## src/common/compare_timer_cfg.svh

```systemverilog
`ifndef COMPARE_TIMER_CFG_SVH
`define COMPARE_TIMER_CFG_SVH

// Register byte addresses
`define OFS_PORT4_DIR    16'hFF24
`define OFS_PORT4_LATCH  16'hFF28
`define OFS_MODE_CTRL    16'hFF70
`define OFS_CYCLE_CMP    16'hFF74
`define OFS_DUTY_CMP     16'hFF78
`define OFS_COUNT_STAT   16'hFF7C

// Reset values
`define RST_PORT4_DIR    8'hFF
`define RST_PORT4_LATCH  8'h00
`define RST_MODE_CTRL    8'h00
`define RST_CYCLE_CMP    8'h00
`define RST_DUTY_CMP     8'h00

// Mode control run bit and port 4 timer pin bit
`define MODE_RUN_BIT     7
`define TIMER_PIN_BIT    2

// Clock select codes
`define CKS_DIV1         3'h0
`define CKS_DIV4         3'h1
`define CKS_DIV16        3'h2
`define CKS_DIV64        3'h3
`define CKS_DIV4096      3'h4
`define CKS_LSO_DIV128   3'h5

// Operating mode codes
`define OPM_INTERVAL     2'h0
`define OPM_PWM          2'h2

// Count clocks a pending duty value must age before transfer
`define DUTY_AGE_MIN     2'h3

`endif

```

## src/common/compare_timer_pkg.sv

```systemverilog
package compare_timer_pkg;

  // Mode control register layout, msb first
  typedef struct packed {
    logic       run;
    logic [2:0] cks;
    logic [1:0] opm;
    logic       lev;
    logic       en;
  } mode_ctrl_t;

  // Which compare register the counter is matched against
  typedef enum logic {
    SEL_CYCLE,
    SEL_DUTY
  } cmp_sel_t;

endpackage

```

## src/rtl/compare_timer.sv

```systemverilog
// Local design decision: the APB interface to the registers.
`timescale 1ns/1ps
`default_nettype none
`include "compare_timer_cfg.svh"

module compare_timer
  import compare_timer_pkg::*;
#(
  parameter int ADDR_W = 16
) (
  // Clock and reset
  input  wire logic              clk,
  input  wire logic              nrst,
  // APB slave
  input  wire logic              psel,
  input  wire logic              penable,
  input  wire logic              pwrite,
  input  wire logic [ADDR_W-1:0] paddr,
  input  wire logic [31:0]       pwdata,
  output logic [31:0]            prdata,
  output logic                   pready,
  output logic                   pslverr,
  // Slow oscillator, one pulse per period
  input  wire logic              low_speed_osc_rate,
  // Timer events and output
  output logic                   match_interrupt_request,
  output logic                   timer_output_pin,
  // Port 4 pins
  input  wire logic [7:0]        port4_in,
  output logic [7:0]             port4_out,
  output logic [7:0]             port4_oe
);

  if (ADDR_W < 16) begin : g_addr_chk
    $error("ADDR_W must reach the register addresses");
  end

  ////////////////////////////////////////////////////////////////////////////
  // Registers and shared signals

  mode_ctrl_t mode_r;
  logic [7:0] dir_r;
  logic [7:0] latch_r;
  logic [7:0] cycle_r;
  logic [7:0] duty_r;
  logic [7:0] duty_buf_r;
  logic duty_pend_r;
  logic [1:0] duty_age_r;
  logic [7:0] cnt_r;
  cmp_sel_t sel_r;
  logic mask_r, act_r, irq_r, tout_r;
  logic [11:0] pre_r;
  logic [6:0] lso_cnt_r;
  logic [31:0] prdata_r;
  logic lso_tick, tick, pwm, count_en, cyc_hit, duty_hit;
  logic wr_acc, wr_mode, wr_cycle, wr_duty;

  function automatic logic is_mapped(input logic [ADDR_W-1:0] a);
    logic [15:0] w;
    w = a[15:0];
    return ((a >> 16) == '0) &&
           (w == `OFS_PORT4_DIR || w == `OFS_PORT4_LATCH || w == `OFS_MODE_CTRL ||
            w == `OFS_CYCLE_CMP || w == `OFS_DUTY_CMP || w == `OFS_COUNT_STAT);
  endfunction

  function automatic logic hit_addr(input logic [ADDR_W-1:0] a, input logic [15:0] ofs);
    return ((a >> 16) == '0) && (a[15:0] == ofs);
  endfunction

  // Divider taps are all-ones points of a free prescaler, so a tick is one clk wide
  function automatic logic sel_tick(input logic [2:0] cks, input logic [11:0] pre,
                                    input logic slow);
    case (cks)
      `CKS_DIV1:       return 1'b1;
      `CKS_DIV4:       return &pre[1:0];
      `CKS_DIV16:      return &pre[3:0];
      `CKS_DIV64:      return &pre[5:0];
      `CKS_DIV4096:    return &pre[11:0];
      `CKS_LSO_DIV128: return slow;
      default:         return 1'b0;
    endcase
  endfunction

  ////////////////////////////////////////////////////////////////////////////
  // APB slave, no wait states

  assign wr_acc = psel && penable && pwrite && is_mapped(paddr);
  assign wr_mode = wr_acc && hit_addr(paddr, `OFS_MODE_CTRL);
  assign wr_cycle = wr_acc && hit_addr(paddr, `OFS_CYCLE_CMP);
  assign wr_duty = wr_acc && hit_addr(paddr, `OFS_DUTY_CMP);
  assign pready = 1'b1;
  assign pslverr = psel && penable && !is_mapped(paddr);
  assign prdata = prdata_r;

  // Read data captured in the setup phase
  always_ff @(posedge clk) begin
    if (!nrst) begin
      prdata_r <= 32'h0000_0000;
    end else if (psel && !penable && !pwrite) begin
      prdata_r <= 32'h0000_0000;
      if (hit_addr(paddr, `OFS_PORT4_DIR)) prdata_r[7:0] <= dir_r;
      if (hit_addr(paddr, `OFS_PORT4_LATCH)) prdata_r[7:0] <= latch_r;
      if (hit_addr(paddr, `OFS_MODE_CTRL)) prdata_r[7:0] <= mode_r;
      if (hit_addr(paddr, `OFS_CYCLE_CMP)) prdata_r[7:0] <= cycle_r;
      if (hit_addr(paddr, `OFS_DUTY_CMP)) prdata_r[7:0] <= duty_buf_r;
      if (hit_addr(paddr, `OFS_COUNT_STAT)) prdata_r[7:0] <= cnt_r;
    end
  end

  // While running only the run bit may change; the rest is locked
  always_ff @(posedge clk) begin
    if (!nrst) begin
      mode_r <= `RST_MODE_CTRL;
    end else if (wr_mode) begin
      if (mode_r.run) begin
        mode_r.run <= pwdata[`MODE_RUN_BIT];
      end else begin
        mode_r <= pwdata[7:0];
      end
    end
  end

  always_ff @(posedge clk) begin
    if (!nrst) begin
      dir_r <= `RST_PORT4_DIR;
      latch_r <= `RST_PORT4_LATCH;
    end else if (wr_acc) begin
      if (hit_addr(paddr, `OFS_PORT4_DIR)) dir_r <= pwdata[7:0];
      if (hit_addr(paddr, `OFS_PORT4_LATCH)) latch_r <= pwdata[7:0];
    end
  end

  // Cycle writes while running are dropped to avoid spurious matches
  always_ff @(posedge clk) begin
    if (!nrst) begin
      cycle_r <= `RST_CYCLE_CMP;
    end else if (wr_cycle && !mode_r.run) begin
      cycle_r <= pwdata[7:0];
    end
  end

  ////////////////////////////////////////////////////////////////////////////
  // Count clock

  assign lso_tick = low_speed_osc_rate && (&lso_cnt_r);
  assign tick = sel_tick(mode_r.cks, pre_r, lso_tick);
  assign pwm = (mode_r.opm == `OPM_PWM);
  // Prescaler runs free, so the first tick comes within one count clock
  assign count_en = mode_r.run && tick && !(mask_r && pwm);
  assign cyc_hit = count_en && (sel_r == SEL_CYCLE) && (cnt_r == cycle_r);
  assign duty_hit = count_en && (sel_r == SEL_DUTY) && (cnt_r == duty_r);

  always_ff @(posedge clk) begin
    if (!nrst) begin
      pre_r <= 12'h000;
      lso_cnt_r <= 7'h00;
    end else begin
      pre_r <= pre_r + 12'h001;
      if (low_speed_osc_rate) lso_cnt_r <= lso_cnt_r + 7'h01;
    end
  end

  ////////////////////////////////////////////////////////////////////////////
  // Counter and compare selection

  always_ff @(posedge clk) begin
    if (!nrst || !mode_r.run) begin
      cnt_r <= 8'h00;
      sel_r <= SEL_CYCLE;
      mask_r <= 1'b1;
    end else if (tick) begin
      mask_r <= 1'b0;
      if (count_en) begin
        case (sel_r)
          SEL_CYCLE: begin
            if (cnt_r == cycle_r) begin
              cnt_r <= 8'h00;
              sel_r <= pwm ? SEL_DUTY : SEL_CYCLE;
            end else begin
              cnt_r <= cnt_r + 8'h01;
            end
          end
          SEL_DUTY: begin
            cnt_r <= cnt_r + 8'h01;
            if (cnt_r == duty_r) sel_r <= SEL_CYCLE;
          end
          default: sel_r <= SEL_CYCLE;
        endcase
      end
    end
  end

  ////////////////////////////////////////////////////////////////////////////
  // Duty compare with deferred update

  always_ff @(posedge clk) begin
    if (!nrst) begin
      duty_r <= `RST_DUTY_CMP;
      duty_buf_r <= `RST_DUTY_CMP;
      duty_pend_r <= 1'b0;
    end else if (wr_duty) begin
      duty_buf_r <= pwdata[7:0];
      if (!mode_r.run) begin
        duty_r <= pwdata[7:0];
        duty_pend_r <= 1'b0;
      end else begin
        duty_pend_r <= 1'b1;
      end
    end else if (!mode_r.run) begin
      duty_r <= duty_buf_r;
      duty_pend_r <= 1'b0;
    end else if (duty_hit && duty_pend_r && duty_age_r >= `DUTY_AGE_MIN) begin
      duty_r <= duty_buf_r;
      duty_pend_r <= 1'b0;
    end
  end

  // Too young at a match: value stays pending for a later match
  always_ff @(posedge clk) begin
    if (!nrst || wr_duty) begin
      duty_age_r <= 2'h0;
    end else if (duty_pend_r && tick && duty_age_r < `DUTY_AGE_MIN) begin
      duty_age_r <= duty_age_r + 2'h1;
    end
  end

  ////////////////////////////////////////////////////////////////////////////
  // Interrupt request and timer output

  always_ff @(posedge clk) begin
    if (!nrst || !mode_r.run) begin
      irq_r <= 1'b0;
    end else begin
      irq_r <= cyc_hit;
    end
  end

  always_ff @(posedge clk) begin
    if (!nrst || !mode_r.run) begin
      act_r <= 1'b0;
    end else if (cyc_hit) begin
      act_r <= pwm ? 1'b1 : !act_r;
    end else if (duty_hit) begin
      act_r <= 1'b0;
    end
  end

  // Registered pin level lags the active state by one clk
  always_ff @(posedge clk) begin
    if (!nrst) begin
      tout_r <= 1'b0;
    end else begin
      tout_r <= mode_r.en ? (mode_r.lev ^ act_r) : 1'b0;
    end
  end

  assign match_interrupt_request = irq_r;
  assign timer_output_pin = tout_r;

  // Timer drives the shared pin only through a cleared latch and output direction
  always_comb begin
    port4_out = latch_r;
    port4_out[`TIMER_PIN_BIT] = latch_r[`TIMER_PIN_BIT] | tout_r;
    port4_oe = ~dir_r;
  end
endmodule // compare_timer

`default_nettype wire

```

## config.mk

```make
export PLATFORM = sky130hd
export DESIGN_NAME = compare_timer
export DESIGN_NICKNAME = d
export VERILOG_FILES = /design/src/common/compare_timer_pkg.sv /design/src/rtl/compare_timer.sv
export VERILOG_INCLUDE_DIRS = /design/src /design/src/common
export SDC_FILE = /design/constraint.sdc
export NUM_CORES = 1
export LEC_CHECK = 0
export ABC_AREA = 1
export BUFFER_PORTS_ARGS = -buffer_cell sky130_fd_sc_hd__buf_2
export CAP_MARGIN = 25
export CORE_MARGIN = 10
export CORE_UTILIZATION = 40
export CTS_CLUSTER_SIZE = 20
export DETAILED_ROUTE_END_ITERATION = 8
export SLEW_MARGIN = 20
export SYNTH_ARGS = -nofsm -noshare
export SYNTH_HDL_FRONTEND = slang
export SYNTH_SLANG_ARGS = --single-unit
```

## constraint.sdc

```tcl
create_clock -name clk -period 4.9 [get_ports clk]
set_clock_uncertainty 0.1 [all_clocks]
set_input_delay 0.49 -clock clk [delete_from_list [all_inputs] [get_ports clk]]
set_output_delay 0.49 -clock clk [all_outputs]
set_load 0.03 [all_outputs]
```

==> flow_metrics.env, run 1 <==
export IMPL_status="completed"
export IMPL_grt_first_pass_wirelength_um=21700
export IMPL_final_area_mm2=0.00559
export IMPL_p_per_area_mw_per_mm2=263
export IMPL_initial_core_util_pct=40.5
export IMPL_finalSetupTns_ns=0
export IMPL_place_congestion=0.841
export IMPL_grt_pass1_vias=4450
export IMPL_period_minus_slack_ns=2.34
export IMPL_fillers=1355
export IMPL_hold_viol_final=0
export IMPL_rows=41
export IMPL_power_leakage_uw=0.00284
export IMPL_synth_seq_cells=91
export IMPL_hold_path_depth=2
export IMPL_clkSinkCount=91
export IMPL_grt_max_degree=55
export IMPL_p_int_uw=1120
export IMPL_cp_slowest_stage_delay_ns=0.21
export IMPL_critical_path_required_ns=4.31
export IMPL_avgSynthCellArea_um2=6.85
export IMPL_synth_edf_count=0
export IMPL_fin_cells=956
export IMPL_syn_inst=739
export IMPL_cp_arrival_ns=1.75
export IMPL_path_max_fanout=9
export IMPL_ctsResizeCount=0
export IMPL_place_inst=942
export IMPL_synth_top_area_share_pct=36.0
export IMPL_r2r_end="duty_r[0]"
export IMPL_r2r_start="lso_cnt_r[0]"
export IMPL_ant_nets=0
export IMPL_combPwrFrac_pct=6.1
export IMPL_start_kind="primary input"
export IMPL_slew_headroom_pct=53.6
export IMPL_hp_class="primary input to register"
export IMPL_path_clk_slew_ns=0.06
export IMPL_r2r_cells=12
export IMPL_crit_chain="buf_2 > inv_1 > nand4_4 > inv_2 > nand2_2 > nor2_2 > nor2_2 > nand3_4 > nor2_1 > buf_2"
export IMPL_layout_drive_gt1_share_pct=16.6
export IMPL_viasPerCell=4.77
export IMPL_synth_warnings=0
export IMPL_async_flop_share_pct=0
export IMPL_die_y_um=133
export IMPL_p_sw_share_pct=23.8
export IMPL_grtUsageTotal_pct=15.0
export IMPL_cp_num_buf_inv=4
export IMPL_netlist_area_mm2=0.00506
export IMPL_htree_num_levels=3
export IMPL_setup_viol=0
export IMPL_path_class="primary input to output pin"
export IMPL_drt_wl_total_um=13100
export IMPL_cts_hold_repair_buffers=0
export IMPL_root_buffer="clkbuf_16"
export IMPL_first_pass_iters=5
export IMPL_synth_ff_type="dfxtp_1"
export IMPL_max_freq_mhz=427
export IMPL_ioPinCount=114
export IMPL_cts_tree="built"
export IMPL_worstSetupEndpointType="output pin"
export IMPL_p_clk_share_pct=43.2
export IMPL_die_area_mm2=0.0176
export IMPL_diodes=0
export IMPL_crit_path_end="pslverr"
export IMPL_worst_path_max_delay_cell="nor2_2"
export IMPL_wire_per_inst_um=13.7
export IMPL_worstMarginPinSlew_ns=0.691
export IMPL_power_switching_uw=350
export IMPL_numPortBuffers=56
export IMPL_first_iter_violations=322
export IMPL_final_period_utilization_pct=47.8
export IMPL_maxCapViolCount=0
export IMPL_pwr_share_seq_pct=50.7
export IMPL_die_w_um=133
export IMPL_yosys_cell_types_count=40
export IMPL_drv_slew=0
export IMPL_clk_latency_ns=0.35
export IMPL_r2r_setup_slack_ns=2.77
export IMPL_cp_depth=10
export IMPL_post_cts_setup_buffers=0
export IMPL_synth_sequential_area_ratio_pct=36.0
export IMPL_final_util_pct=44.7
export IMPL_ir_drop_mv=0.219
export IMPL_num_vias=4563
export IMPL_placed_area_mm2=0.00532
export IMPL_rsz0062_at_grt="false"
export IMPL_synth_area_top_cells="dfxtp_1, nand2_1, nor2_1"
export IMPL_cts_buffer_depth=2
export IMPL_crit_path_start="paddr[7]"
export IMPL_yosysTopAreaCell="dfxtp_1"
export IMPL_core_area_mm2=0.0125
export IMPL_nNetsFinal=849
export IMPL_area_growth_pct=10.4
export IMPL_route_detailed_drc=0
export IMPL_cts_buffers=9
export IMPL_critical_path_top_delay_family="simple AND/OR/NAND/NOR gates"
export IMPL_gr_total_overflow=0
export IMPL_grt_antenna_before_repair=0
export IMPL_hpwl_um=9900
-- per-stage QoR --
step                power, µW  setup WS (ns)  hold slack [ns]
floorplan                 837           2.71            0.330
global placement          849           2.39            0.349
detailed placement        851           2.33            0.357
CTS                      1490           2.56            0.276
global route             1520           2.42            0.299
finish                   1470           2.56            0.282
-- state kept, by name, summed over array words and instances (netlist names), 2 cells and up --
name,count
prdata,8
duty_buf_r,8
mode_r,8
duty_r,8
dir_r,8
cnt_r,8
pre_r,12
cycle_r,8
duty_age_r,2
latch_r,8
lso_cnt_r,7
-- worst min-delay path by stage --
stage                         to  slack [ns]          startpoint
global placement        pre_r[0]        0.35            pre_r[0]
CTS                 lso_cnt_r[1]        0.28  low_speed_osc_rate
global route        lso_cnt_r[1]        0.30  low_speed_osc_rate
floorplan               pre_r[0]        0.33            pre_r[0]
finish              lso_cnt_r[1]        0.28  low_speed_osc_rate
detailed placement     pre_r[11]        0.36           pre_r[11]
-- power groups by stage --
| stage | combinational [µW] | sequential, µW | clock, µW |
|---|---|---|---|
| 2_1_floorplan | 75.1 | 762 | 0 |
| 3_3_place_gp | 86.4 | 763 | 0 |
| 3_5_place_dp | 88.1 | 763 | 0 |
| 4_1_cts | 88.4 | 746 | 651 |
| 5_1_grt | 98.0 | 746 | 677 |
| 6_report | 89.1 | 746 | 636 |
-- synth_stat cells, types with 2 or more instances --
cell,instances
nand4_4,2
nor4_1,2
xnor2_1,3
buf_4,33
inv_1,78
nand2_1,191
a21oi_1,36
nand3_1,18
nand2_2,9
buf_6,2
dfxtp_1,91
nor2_1,123
nor2_2,8
o21ai_0,16
o211ai_2,8
buf_2,5
a21oi_2,8
nor3_1,20
nand3_4,3
clkbuf_2,3
nand4_1,16
o211ai_1,5
a211oi_1,2
nor3b_1,4
nor3_2,3
clkinv_1,2
conb_1,2
nand3_2,4
ha_1,4
or2_2,2
xor2_1,16
inv_2,7
clkbuf_1,6
-- cell families after synthesis --
| kind of cell | Yosys count | share of synthesized area, % |
|---|---|---|
| AOI/OAI and AO/OA | 76 | 9.91 |
| xor gates and xnor gates | 19 | 3.29 |
| adders and majority gates | 4 | 0.988 |
| buffers and inverters | 137 | 13.1 |
| and+or+nand+nor | 410 | 36.6 |
| other | 2 | 0.148 |
| DFF | 91 | 36.0 |
-- final cells by class --
| cell class | instances | area [µm²] | area share (%) |
|---|---|---|---|
| multi-input cells | 534 | 2670 | 47.7 |
| flip-flops and latches | 91 | 1820 | 32.6 |
| inverters | 87 | 327 | 5.84 |
| repair buffers | 60 | 305 | 5.46 |
| clock buffers | 12 | 256 | 4.59 |
| well taps | 172 | 215 | 3.85 |
-- per-layer routing --
metal / routed length (µm) / vias to the layer above / track usage, %
li1: - / 2351 / -
met5: 0 / - / 0
met1: 5830 / 2105 / 17.6
met4: 331 / 0 / 5.50
met2: 6390 / 85 / 25.4
met3: 532 / 22 / 4.05
-- placed cells by master (no fill, tap or decap), types with 3 or more instances in the layout --
cell and instances:
nor2_1 123, o211ai_2 8, inv_2 7, nand2_1 191, clkbuf_16 9, buf_2 57, nand2_2 9, conb_1 25
nand3_1 18, nand3_2 4, o21ai_0 16, nor2_2 8, dfxtp_1 91, inv_1 78, a21oi_2 8, xnor2_1 3
nor3b_1 4, nand4_1 16, nor3_2 3, xor2_1 16, nor3_1 20, nand3_4 3, o211ai_1 5, ha_1 4
a21oi_1 36
Note: power is estimated with default switching activity, not from simulation.
==> run 2: changes to the inputs <==
ABC_AREA = 0   (was 1)
clock period = 1.9 ns   (was 4.9 ns; I/O delays follow)
==> flow_metrics.env, run 2 <==
export IMPL_status="complete, but fails checks"
export IMPL_failed_checks="negative setup slack"
export IMPL_viasPerCell=5.21
export IMPL_maxCapViolCount=0
export IMPL_hpwl_um=10600
export IMPL_final_util_pct=54.2
export IMPL_layout_commonest_cell="buf_4"
export IMPL_async_flop_share_pct=0
export IMPL_root_buffer="clkbuf_16"
export IMPL_r2r_setup_slack_ns=-0.42
export IMPL_final_period_utilization_pct=122
export IMPL_gr_total_overflow=0
export IMPL_grt_max_degree=36
export IMPL_numPortBuffers=56
export IMPL_core_area_mm2=0.0121
export IMPL_place_congestion=0.878
export IMPL_num_vias=4464
export IMPL_drv_slew=0
export IMPL_avgSynthCellArea_um2=8.94
export IMPL_drt_wl_total_um=14400
export IMPL_first_iter_violations=298
export IMPL_initial_core_util_pct=40.9
export IMPL_htree_num_levels=3
export IMPL_cts_buffer_depth=2
export IMPL_yosysTopAreaCell="dfxtp_1"
export IMPL_path_max_fanout=6
export IMPL_worstMarginPinSlew_ns=0.627
export IMPL_period_minus_slack_ns=2.32
export IMPL_r2r_end="cnt_r[7]"
export IMPL_area_growth_pct=32.6
export IMPL_layout_drive_gt1_share_pct=34.0
export IMPL_synth_warnings=0
export IMPL_r2r_cells=7
export IMPL_grt_first_pass_wirelength_um=22400
export IMPL_setup_ws_ns=-0.418
export IMPL_ioPinCount=114
export IMPL_hold_viol_final=0
export IMPL_clkSinkCount=91
export IMPL_setup_viol=22
export IMPL_grt_pass1_vias=4353
export IMPL_first_pass_iters=4
export IMPL_synth_top_area_share_pct=37.0
export IMPL_layout_common_cells="buf_4, dfxtp_1, buf_2"
export IMPL_rows=40
export IMPL_start_kind="register"
export IMPL_cp_arrival_ns=2.49
export IMPL_max_flop_register="pre_r"
export IMPL_crit_path_end="cnt_r[7]"
export IMPL_crit_path_start="pre_r[0]"
export IMPL_clk_latency_ns=0.34
export IMPL_grtUsageTotal_pct=16.5
export IMPL_critical_path_required_ns=2.08
export IMPL_syn_inst=551
export IMPL_synth_ff_type="dfxtp_1"
export IMPL_slew_headroom_pct=57.9
export IMPL_max_freq_mhz=431
export IMPL_power_leakage_uw=0.00301
export IMPL_route_detailed_drc=0
export IMPL_placed_area_mm2=0.00587
export IMPL_grt_antenna_before_repair=0
export IMPL_netlist_area_mm2=0.00493
export IMPL_cts_buffers=9
export IMPL_hp_class="primary input to register"
export IMPL_rsz0062_at_grt="true"
export IMPL_die_w_um=131
export IMPL_synth_area_top_cells="dfxtp_1, mux2i_1, buf_4"
export IMPL_yosys_cell_types_count=62
export IMPL_largest_register_ffs=12
export IMPL_die_area_mm2=0.0172
export IMPL_yosys_cell_count_top_type="dfxtp_1"
export IMPL_path_class="register to register"
export IMPL_die_y_um=131
export IMPL_path_clk_slew_ns=0.07
export IMPL_p_per_area_mw_per_mm2=660
export IMPL_worstSetupEndpointType="register"
export IMPL_synth_edf_count=0
export IMPL_ant_nets=0
export IMPL_cts_tree="built"
export IMPL_synth_sequential_area_ratio_pct=37.0
export IMPL_final_area_mm2=0.00653
export IMPL_ir_drop_mv=0.606
export IMPL_synth_top_cells_by_count="dfxtp_1, nand2_1, mux2i_1"
export IMPL_diodes=0
export IMPL_cts_hold_repair_buffers=0
export IMPL_fillers=1069
export IMPL_synth_seq_cells=91
export IMPL_nNetsFinal=751
export IMPL_r2r_start="pre_r[0]"
export IMPL_wire_per_inst_um=16.7
-- run 2: cell types whose count changed in the layout (fill, tap and decap cells not counted), moves of 23 or more --
cell / before / now
inv_1: 78 / 11
a21oi_1: 36 / 5
and2_1: 0 / 23
nor2_1: 123 / 20
buf_4: 2 / 99
nand2_1: 191 / 42
mux2i_1: 0 / 34
-- run 2: final cells by class --
cell class              count  area, µm²  area share (%)
well taps                 168        210            3.22
clock buffers               9        225            3.45
flip-flops and latches     91       1830            28.1
repair buffers            159       1070            16.4
clock inverters             6        114            1.74
inverters                  11       41.3           0.632
multi-input cells         413       3040            46.5
-- run 2: timing repair --
item / CTS / global route
endpoints found under the setup margin: 22 / 26
buffers inserted: 9 / 9
resized for setup: 20 / 21
pin swaps: 11 / 10
-- run 2: report_power, final --
group | total, µW | internal (µW) | switching [µW]
registers | 1930 | 1920 | 13.1
clock network | 2060 | 1280 | 774
logic | 324 | 118 | 206
total | 4310 | 3320 | 993
-- run 2: cells by family (layout without fill, tap and decap cells) --
kind of cell | after synthesis | count (layout) | synth area share, %
buf+inv | 70 | 185 | 7.95
fa+ha+maj | 4 | 4 | 1.02
other cells | 2 | 25 | 0.152
compound gates | 102 | 102 | 15.3
mux | 42 | 42 | 9.35
xor+xnor | 32 | 32 | 5.69
simple gates | 208 | 208 | 23.6
flops | 91 | 91 | 37.0
-- run 2: critical path, cell delays in order, from the launching register on --
cell	delay (ns)
dfxtp_2	0.35
ha_4	0.16
nand3_4	0.07
o41a_1	0.43
buf_6	0.14
a311o_2	0.41
or4_4	0.44
a21oi_2	0.15
-- run 2: worst min-delay path by stage --
stage / start / endpoint / slack [ns] / cells past startpoint
2_1_floorplan: pwdata[0] / dir_r[0] / 0.22 / 2
3_5_place_dp: mask_r / mask_r / 0.35 / 1
4_1_cts: pwdata[2] / dir_r[2] / 0.04 / 3
6_report: pwdata[2] / dir_r[2] / 0.05 / 3
5_1_grt: pwdata[2] / dir_r[2] / 0.05 / 3
3_3_place_gp: mask_r / mask_r / 0.34 / 1
-- run 2: layer usage --
layer | vias to the layer above | part of all wire (%) | GRT usage, %
li1 | 2188 | - | -
met1 | 2128 | 43 | 20.4
met2 | 128 | 49 | 27.9
met3 | 20 | 6.4 | 3.79
met4 | 0 | 2.0 | 5.04
met5 | - | 0 | 0
-- run 2: through the flow --
stage	power (µW)	setup WS (ns)	hold slack, ns	TNS (ns)	std cells
final	4310	-0.418	0.0505	-6.28	857
after floorplan	2200	-0.265	0.215	-2.41	574
after detailed placement	2280	-0.389	0.345	-6.74	826
after global routing	4450	-0.456	0.0472	-7.78	857
after global placement	2280	-0.307	0.341	-5.78	826
after CTS	4340	-0.343	0.0389	-4.32	850
==> run 3: changes to the inputs <==
CTS_BUF_LIST = sky130_fd_sc_hd__clkbuf_2 sky130_fd_sc_hd__clkbuf_4 sky130_fd_sc_hd__clkbuf_8   (was not set)
clock period = 2.6 ns   (was 1.9 ns; I/O delays follow)
==> flow_metrics.env, run 3 (same netlist as run 2, synthesis figures left out) <==
export IMPL_grt_antenna_before_repair=0
export IMPL_hpwl_um=10100
export IMPL_cts_hold_repair_buffers=0
export IMPL_nNetsFinal=675
export IMPL_maxCapViolCount=0
export IMPL_setup_ws_ns=0.170
export IMPL_die_w_um=131
export IMPL_ant_nets=0
export IMPL_cts_buffer_depth=2
export IMPL_cp_slowest_stage_delay_ns=0.50
export IMPL_layout_common_cells="dfxtp_1, buf_2, nand2_1"
export IMPL_slew_headroom_pct=55.8
export IMPL_grt_pass1_vias=3996
export IMPL_cts_buffers=9
export IMPL_status="completed"
export IMPL_grtUsageTotal_pct=15.9
export IMPL_die_y_um=131
export IMPL_r2r_end="cnt_r[7]"
export IMPL_period_minus_slack_ns=2.43
export IMPL_first_iter_violations=273
export IMPL_power_leakage_uw=0.00253
export IMPL_route_detailed_drc=0
export IMPL_critical_path_top_delay_family="compound AO/OA/AOI/OAI gates"
export IMPL_p_per_area_mw_per_mm2=468
export IMPL_grt_max_degree=49
export IMPL_post_cts_setup_buffers=0
export IMPL_final_period_utilization_pct=93.5
export IMPL_path_max_fanout=8
export IMPL_path_class="register to register"
export IMPL_path_clk_slew_ns=0.10
export IMPL_area_growth_pct=13.4
export IMPL_viasPerCell=5.27
export IMPL_hold_slack_ns=0.118
export IMPL_grt_first_pass_wirelength_um=21200
export IMPL_worst_path_max_delay_cell="a311o_2"
export IMPL_place_congestion=0.946
export IMPL_largest_register_ffs=12
export IMPL_rows=40
export IMPL_cp_num_buf_inv=0
export IMPL_core_area_mm2=0.0121
export IMPL_first_pass_iters=4
export IMPL_initial_core_util_pct=40.9
export IMPL_clk_latency_ns=0.37
export IMPL_rsz0062_at_grt="false"
export IMPL_min_from="pwdata[3]"
export IMPL_hold_path_end="latch_r[3]"
export IMPL_p_total_uw=2610
export IMPL_die_area_mm2=0.0172
export IMPL_gr_total_overflow=0
export IMPL_r2r_start="pre_r[1]"
export IMPL_numPortBuffers=56
export IMPL_root_buffer="clkbuf_8"
export IMPL_clkSinkCount=91
export IMPL_drt_wl_total_um=13200
export IMPL_r2r_setup_slack_ns=0.17
export IMPL_layout_commonest_cell="dfxtp_1"
export IMPL_r2r_cells=6
export IMPL_dp_slack_ns=-0.0397
export IMPL_ioPinCount=114
export IMPL_wire_per_inst_um=16.9
export IMPL_cp_arrival_ns=2.63
export IMPL_htree_num_levels=3
export IMPL_drv_slew=0
export IMPL_diodes=0
export IMPL_start_kind="register"
export IMPL_ir_drop_mv=0.467
export IMPL_hold_path_depth=3
export IMPL_num_vias=4125
export IMPL_layout_drive_gt1_share_pct=21.2
export IMPL_critical_path_required_ns=2.80
export IMPL_setup_viol=0
export IMPL_worstMarginPinSlew_ns=0.654
export IMPL_hp_class="primary input to register"
export IMPL_crit_chain="ha_2 > nand3_2 > o41a_1 > a311o_2 > or4_1 > a21oi_1"
export IMPL_max_freq_mhz=412
export IMPL_cts_tree="built"
export IMPL_hold_viol_final=0
export IMPL_worstSetupEndpointType="register"
export IMPL_max_flop_register="pre_r"
## run 3: worst max path at each step
stage          cells past startpoint   endpoint      from  slack, ns
3_3_place_gp                       6  duty_r[7]  pre_r[1]      0.004
5_1_grt                            6   cnt_r[7]  pre_r[1]       0.04
6_report                           6   cnt_r[7]  pre_r[1]       0.17
3_5_place_dp                       6  duty_r[4]  pre_r[1]      -0.04
2_1_floorplan                      7  duty_r[0]  pre_r[0]       0.11
4_1_cts                            6  duty_r[4]  pre_r[1]       0.03
## run 3: routing by layer
metal / vias to the layer above / global-route usage, % / routed length [µm]
met5: - / 0 / 0
met1: 1969 / 20.7 / 5950
met2: 110 / 25.5 / 5970
met4: 0 / 5.04 / 190
met3: 13 / 3.79 / 1080
li1: 2033 / - / -
## run 3: worst min-delay path, cell delays in order
cell      delay, ns
buf_2          0.15
nand3_1        0.07
a21boi_0       0.07
## run 3: layout make-up
class,instances,area [µm²]
flip-flops and latches,91,1820
well taps,168,210
multi-input cells,413,2820
fillers,1193,6470
repair buffers,83,483
clock buffers,9,124
inverters,11,41.3
clock inverters,7,83.8
## run 3: stage by stage
stage	area, µm²	instances	util, %	setup TNS [ns]
3_3_place_gp	5360	766	44.5	0
4_1_cts	5580	782	46.3	0
3_5_place_dp	5360	766	44.5	-0.267
2_1_floorplan	5010	574	-	0
5_1_grt	5590	782	46.3	0
6_report	5590	782	46.3	0
## run 3: power breakdown
part	internal, µW	switching, µW
Clock	461	540
Combinational	58.1	143
Sequential	1400	8.15
## run 3: repair_timing
item / CTS / global route
cloned: 0 / 0
hold endpoints to repair: 0 / 0
resized for setup: 2 / 2
endpoints found under the setup margin: 8 / 8
pin swaps: 0 / 1
